**config.mk**
```make
export PLATFORM = sky130hd
export DESIGN_NAME = sacr_regs
export DESIGN_NICKNAME = d
export VERILOG_FILES = /design/src/sacr_pkg.sv /design/src/sacr_word_if.sv /design/src/sacr_word.sv /design/src/sacr_regs.sv
export SDC_FILE = /design/constraint.sdc
export NUM_CORES = 1
export LEC_CHECK = 0
export BUFFER_PORTS_ARGS = -buffer_cell sky130_fd_sc_hd__buf_2
export CAP_MARGIN = 10
export CORE_UTILIZATION = 40
export CTS_BUF_LIST = sky130_fd_sc_hd__clkbuf_8
export DETAILED_ROUTE_END_ITERATION = 7
export GPL_TIMING_DRIVEN = 0
export PLACE_DENSITY = 0.67
export SETUP_SLACK_MARGIN = 0.1
export SKIP_CTS_REPAIR_TIMING = 1
export SLEW_MARGIN = 20
export SYNTH_ARGS = -nofsm -noshare
export SYNTH_HDL_FRONTEND = slang
export SYNTH_SLANG_ARGS = --single-unit
```
**constraint.sdc**
```tcl
create_clock -name clock_i -period 1.8 [get_ports clock_i]
set_input_delay 0.36 -clock clock_i [delete_from_list [all_inputs] [get_ports clock_i]]
set_output_delay 0.36 -clock clock_i [all_outputs]
set_load 0.02 [all_outputs]
```
**src/sacr_pkg.sv**
```systemverilog
// constants for the shunt amplifier configuration register pair
package sacr_pkg;
  localparam int unsigned REG_W    = 11;
  localparam int unsigned ADDR_W   = 4;

  localparam logic [ADDR_W-1:0] ADDR_AMP_CTRL = 4'h6;
  localparam logic [ADDR_W-1:0] ADDR_DRV_CFG  = 4'h7;

  // shunt_amp_control field positions
  localparam int unsigned BIT_INPUT_SEL  = 10;
  localparam int unsigned BIT_REF_HALVE  = 9;
  localparam int unsigned BIT_LOWSIDE_OVERCURRENT_REFERENCE     = 8;
  localparam int unsigned GAIN_HI        = 7;
  localparam int unsigned GAIN_LO        = 6;
  localparam int unsigned BIT_SENSE_DIS  = 5;
  localparam int unsigned BIT_SHORT_A    = 4;
  localparam int unsigned BIT_SHORT_B    = 3;
  localparam int unsigned BIT_SHORT_C    = 2;
  localparam int unsigned TRIP_HI        = 1;
  localparam int unsigned TRIP_LO        = 0;

  // driver_configuration field positions
  localparam int unsigned BIT_CAL_AUTO   = 0;

  // reset: select 0, halve 1, lowside_overcurrent_reference 0, gain 10b, rest 0, trip 11b
  localparam logic [REG_W-1:0] AMP_CTRL_RESET = 11'h283;
  localparam logic [REG_W-1:0] DRV_CFG_RESET  = 11'h000;
  localparam logic [REG_W-1:0] READ_ZERO      = 11'h000;
endpackage

```
**src/sacr_word_if.sv**
```systemverilog
// write/readback carrier between the register bank and one stored word
`timescale 1ns/10ps
interface sacr_word_if;
  import sacr_pkg::*;
  logic             wr_en;
  logic [REG_W-1:0] wdata;
  logic [REG_W-1:0] value;

  modport owner (input wr_en, input wdata, output value);
  modport user  (output wr_en, output wdata, input value);
endinterface

```
**src/sacr_word.sv**
```systemverilog
// one 11-bit configuration word with reset value and clock enable
`timescale 1ns/10ps
module sacr_word
  import sacr_pkg::*;
#(
  parameter logic [REG_W-1:0] RESET_VALUE = READ_ZERO
) (
  input  wire logic clock_i,
  input  wire logic rst_i,
  input  wire logic ce_i,
  sacr_word_if.owner port
);
  always_ff @(posedge clock_i) begin
    if (rst_i) begin
      port.value <= RESET_VALUE;
    end else if (ce_i && port.wr_en) begin
      port.value <= port.wdata;
    end
  end
endmodule

```
**src/sacr_regs.sv**
```systemverilog
// shunt amplifier control and driver configuration register bank
`timescale 1ns/10ps
module sacr_regs
  import sacr_pkg::*;
#(
  parameter bit AMPS_PRESENT = 1'b1
) (
  input  wire logic              clock_i,
  input  wire logic              rst_i,
  input  wire logic              ce_i,
  input  wire logic [ADDR_W-1:0] reg_addr_i,
  input  wire logic [REG_W-1:0]  reg_wdata_i,
  input  wire logic              reg_wr_i,
  input  wire logic              reg_rd_i,
  output logic      [REG_W-1:0]  reg_rdata_o,
  output logic                   reg_rvalid_o,
  output logic                   amp_input_select_o,
  output logic                   ref_halve_o,
  output logic                   lowside_overcurrent_reference_o,
  output logic      [1:0]        amp_gain_select_o,
  output logic                   sense_fault_disable_o,
  output logic                   offset_short_chan_a_o,
  output logic                   offset_short_chan_b_o,
  output logic                   offset_short_chan_c_o,
  output logic      [1:0]        sense_trip_level_o,
  output logic                   cal_auto_o
);
  sacr_word_if amp_if ();
  sacr_word_if cfg_if ();

  logic hit_amp;
  logic hit_cfg;

  // without the amplifiers neither address decodes: writes drop, reads zero
  assign hit_amp = AMPS_PRESENT && (reg_addr_i == ADDR_AMP_CTRL);
  assign hit_cfg = AMPS_PRESENT && (reg_addr_i == ADDR_DRV_CFG);

  assign amp_if.wr_en = reg_wr_i && hit_amp;
  assign cfg_if.wr_en = reg_wr_i && hit_cfg;

  // side effect folded into the stored word so readback shows it too
  always_comb begin
    amp_if.wdata = reg_wdata_i;
    if (reg_wdata_i[BIT_INPUT_SEL]) begin
      amp_if.wdata[BIT_LOWSIDE_OVERCURRENT_REFERENCE] = 1'b1;
    end
  end

  // reserved bits are read/write storage, cleared at reset
  assign cfg_if.wdata = reg_wdata_i;

  sacr_word #(
    .RESET_VALUE (AMP_CTRL_RESET)
  ) u_amp_ctrl (
    .clock_i (clock_i),
    .rst_i   (rst_i),
    .ce_i    (ce_i),
    .port    (amp_if)
  );

  sacr_word #(
    .RESET_VALUE (DRV_CFG_RESET)
  ) u_drv_cfg (
    .clock_i (clock_i),
    .rst_i   (rst_i),
    .ce_i    (ce_i),
    .port    (cfg_if)
  );

  // field outputs registered so downstream analog controls see clean levels
  always_ff @(posedge clock_i) begin
    if (rst_i) begin
      amp_input_select_o              <= AMP_CTRL_RESET[BIT_INPUT_SEL];
      ref_halve_o                     <= AMP_CTRL_RESET[BIT_REF_HALVE];
      lowside_overcurrent_reference_o <= AMP_CTRL_RESET[BIT_LOWSIDE_OVERCURRENT_REFERENCE];
      amp_gain_select_o               <= AMP_CTRL_RESET[GAIN_HI:GAIN_LO];
      sense_fault_disable_o           <= AMP_CTRL_RESET[BIT_SENSE_DIS];
      offset_short_chan_a_o           <= AMP_CTRL_RESET[BIT_SHORT_A];
      offset_short_chan_b_o           <= AMP_CTRL_RESET[BIT_SHORT_B];
      offset_short_chan_c_o           <= AMP_CTRL_RESET[BIT_SHORT_C];
      sense_trip_level_o              <= AMP_CTRL_RESET[TRIP_HI:TRIP_LO];
      cal_auto_o                      <= DRV_CFG_RESET[BIT_CAL_AUTO];
    end else if (ce_i) begin
      amp_input_select_o              <= amp_if.value[BIT_INPUT_SEL];
      ref_halve_o                     <= amp_if.value[BIT_REF_HALVE];
      lowside_overcurrent_reference_o <= amp_if.value[BIT_LOWSIDE_OVERCURRENT_REFERENCE];
      amp_gain_select_o               <= amp_if.value[GAIN_HI:GAIN_LO];
      sense_fault_disable_o           <= amp_if.value[BIT_SENSE_DIS];
      offset_short_chan_a_o           <= amp_if.value[BIT_SHORT_A];
      offset_short_chan_b_o           <= amp_if.value[BIT_SHORT_B];
      offset_short_chan_c_o           <= amp_if.value[BIT_SHORT_C];
      sense_trip_level_o              <= amp_if.value[TRIP_HI:TRIP_LO];
      cal_auto_o                      <= cfg_if.value[BIT_CAL_AUTO];
    end
  end

  // read returns stored word one cycle after the strobe
  always_ff @(posedge clock_i) begin
    if (rst_i) begin
      reg_rdata_o  <= READ_ZERO;
      reg_rvalid_o <= 1'b0;
    end else if (ce_i) begin
      reg_rvalid_o <= reg_rd_i;
      if (reg_rd_i) begin
        if (hit_amp) begin
          reg_rdata_o <= amp_if.value;
        end else if (hit_cfg) begin
          reg_rdata_o <= cfg_if.value;
        end else begin
          reg_rdata_o <= READ_ZERO;
        end
      end
    end
  end
endmodule

```
==> impl_metrics.csv <==
group,metric,value,unit
detailed_routing,drc_errors,3,
global_route,grt_util_all_layers,18.05,%
detailed_routing,dr.first_iter.drc_count,77,
worst_setup_path,path_max_fanout,10,
run,cap_violations,0,
yosys,syn_avg_cell_area,9.958,sq um
clocking,clockBufferDepth,2,
yosys,yosys.area.top_type,"dfxtp_1",
clocking,cts.sinks,46,
place,routabilityCongestion,0.7351,
global_route,grt_pass1_wl,7051,um
detailed_routing,via_per_inst,4.939,
detailed_routing,drt_wl_total,4105,um
worst_setup_path,startpoint_type,"primary input",
worst_setup_path,cp.arrival,1.41,ns
yosys,synth_top_area_share,47.92,%
worst_setup_path,r2r-end,"reg_rdata_o[8]$_SDFFE_PP0P_",
timing,hold_viol_final,0,
yosys,async_reset_ff_share,0,%
detailed_routing,wl_per_cell,13.87,um
yosys,synth_top_cells_by_count,"dfxtp_1 (46), mux2i_1 (34), nor2_1 (29)",
layout,fin_nets,263,
worst_setup_path,slowest_stage,"clkbuf_1",
detailed_routing,vias,1462,
floorplanning,core-area,0.004474,sq mm
timing,grt_setup_unrepaired,"no",
run_status,violations,"design-rule violations",
layout,drive_gt1_share,25.41,%
worst_setup_path,r2r_start,"u_amp_ctrl.port.value[8]$_SDFFE_PP0P_",
timing,finalClockSkew,0.009061,ns
clocking,root_buffer,"clkbuf_8",
place,port_buffers,43,
timing,setup_viol,0,
timing,fin_crit,1.256,ns
yosys,ys_ff_latch,46,
floorplanning,die_area,0.005086,sq mm
power,leakage,1.025,nW
yosys,yosysWarnings,0,
layout,fillers,432,
clocking,h-tree-depth,2,
power,power_density,825.3,mW/mm^2
timing,fin_setup_tns,0,ns
run_status,status,"complete, but fails checks",
worst_setup_path,critPathRequiredTime,1.96,ns
floorplanning,ioPinCount,44,
yosys,synth_most_common_cell,"dfxtp_1",
detailed_routing,firstDrtPassIters,6,
floorplanning,die_w,71.32,um
worst_setup_path,worstSetupStartpoint,"rst_i",
clocking,cts_buffers,5,
clocking,clk_latency,0.29,ns
yosys,synth.distinct_cells,21,
timing,maxSlewHeadroom,65.03,%
global_route,overflow,0,
timing,report.final.slew_viol_count,0,
worst_hold_path,hold_class,"in2reg",
clocking,cts_tree,"yes",
yosys,ys_top_cells_by_area,"dfxtp_1 (48%), mux2i_1 (18%), nand2b_1 (7.2%)",
floorplanning,rows,24,
yosys,syn-cell-area,0.001922,sq mm
yosys,netlist_instances,193,
layout,area_delta_synth_final,19.34,%
detailed_routing,drtAntennaViolNets,0,
global_route,antenna_found_initial,0,
global_route,grt_pass1_vias,1451,
clocking,clkSlewWorstSetupHoldPaths,0.08,ns
yosys,synth_edf_count,0,
power,finalPower,0.001893,W
yosys,yosysSeqAreaShare,47.92,%
power,max-vdd-ir-drop,0.0004204,V
global_route,grt_max_degree,14,
yosys,synth-main-ff-cell,"dfxtp_1",
worst_setup_path,crit_chain,"buf_2, clkbuf_1, clkbuf_1, a211oi_1",
yosys,synth_nets,213,
worst_setup_path,crit_end,"u_amp_ctrl.port.value[8]$_SDFFE_PP0P_",
floorplanning,dieHeight,71.32,um
timing,tightestPinTransition,0.5245,ns
layout,antenna_cells,0,
timing,fmax,796.4,MHz
worst_setup_path,end_kind,"flip-flop",
worst_setup_path,critical_path_class,"in2reg",
worst_setup_path,critPathMaxStageDelay,0.47,ns
floorplanning,start_util,42.95,%
worst_setup_path,rr_worst_depth,2,
timing,min_period_over_period,69.76,%
place,place.detailed.hpwl,2933,um
worst_setup_path,path_common_cell,"clkbuf_1",
worst_setup_path,reg2reg_setup_slack,1.02,ns
[logic make-up after synthesis]
group | Yosys count | synth area share [%]
flip-flops | 46 | 47.92
AO/OA/AOI/OAI | 30 | 10.29
buffers and inverters | 16 | 4.687
AND/OR/NAND/NOR | 67 | 19.40
multiplexers | 34 | 17.71
[through the flow]
| stage | hold WS, ns | util (%) | worst slack, ns | instance area (sq um) | std cells |
|---|---|---|---|---|---|
| after floorplan | 0.4460 | - | 0.6303 | 1922 | 193 |
| final | 0.3314 | 51.26 | 0.5444 | 2293 | 296 |
| after detailed placement | 0.4643 | 49.22 | 0.1773 | 2202 | 288 |
| after CTS | 0.3212 | 51.26 | 0.4923 | 2293 | 296 |
| after global routing | 0.3294 | 51.26 | 0.4041 | 2293 | 296 |
| after global placement | 0.4603 | 49.22 | 0.2023 | 2202 | 288 |
[layout make-up]
cell class / count / area (sq um) / area share, %
sequential: 46 / 920.9 / 40.15
clock inverter: 2 / 8.758 / 0.3819
clock buffer: 6 / 82.58 / 3.601
buffer: 14 / 82.58 / 3.601
multi-input combinational: 131 / 910.9 / 39.72
inverter: 2 / 7.507 / 0.3273
timing repair buffer: 43 / 215.2 / 9.384
tap: 52 / 65.06 / 2.837
[routing by layer]
layer / GRT usage, % / up-vias / routed length [um]
li1: - / 755 / -
met1: 24.49 / 675 / 2011
met2: 28.57 / 28 / 1927
met3: 4.360 / 4 / 122
met4: 5.333 / 0 / 43
met5: 0 / - / 0
[layout by cell type (no fill, tap or decap)]
| cell | count |
|---|---|
| clkbuf_8 | 6 |
| a211o_1 | 4 |
| o21ai_0 | 10 |
| inv_1 | 3 |
| o21ai_1 | 2 |
| a21o_1 | 1 |
| nor2b_1 | 10 |
| buf_6 | 2 |
| a211oi_1 | 12 |
| dfxtp_1 | 46 |
| a21oi_1 | 1 |
| nand3_1 | 1 |
| and2_1 | 1 |
| nor4_1 | 1 |
| buf_2 | 49 |
| clkbuf_1 | 4 |
| clkinv_2 | 1 |
| nor2_1 | 29 |
| nand3b_4 | 2 |
| buf_4 | 2 |
| or2_1 | 1 |
| nand2b_1 | 22 |
| mux2i_1 | 34 |
[worst min path at each step]
| stage | start | endpoint | cells past startpoint |
|---|---|---|---|
| after floorplan | u_amp_ctrl.port.value[8]$_SDFFE_PP0P_ | u_amp_ctrl.port.value[8]$_SDFFE_PP0P_ | 2 |
| after global placement | u_drv_cfg.port.value[9]$_SDFFE_PP0P_ | u_drv_cfg.port.value[9]$_SDFFE_PP0P_ | 2 |
| after detailed placement | u_drv_cfg.port.value[1]$_SDFFE_PP0P_ | u_drv_cfg.port.value[1]$_SDFFE_PP0P_ | 2 |
| after CTS | reg_wdata_i[8] | u_drv_cfg.port.value[8]$_SDFFE_PP0P_ | 3 |
| after global routing | reg_wdata_i[1] | u_drv_cfg.port.value[1]$_SDFFE_PP0P_ | 3 |
| final | reg_wdata_i[1] | u_drv_cfg.port.value[1]$_SDFFE_PP0P_ | 3 |
[power breakdown]
group | total, W | leakage [nW] | internal [W] | switching, W
combinational | 0.000203 | 0.599 | 0.0000839 | 0.000119
sequential | 0.00105 | 0.373 | 0.00104 | 0.0000111
clock | 0.000639 | 0.0524 | 0.000305 | 0.000334
[sequential cells by signal, summed over array words and instances (netlist names)]
signal and flops:
offset_short_chan_b_o 1, sense_trip_level_o 2, u_amp_ctrl.port.value 11, amp_gain_select_o 2, reg_rvalid_o 1, offset_short_chan_a_o 1
reg_rdata_o 11, u_drv_cfg.port.value 11, ref_halve_o 1, cal_auto_o 1, lowside_overcurrent_reference_o 1, sense_fault_disable_o 1
offset_short_chan_c_o 1, amp_input_select_o 1
[worst max-delay path: cells and delay by family]
family	cells	cell delay (ns)
buf+inv	3	0.96
compound gates	1	0.09
Power figures use the tool's default switching activity.
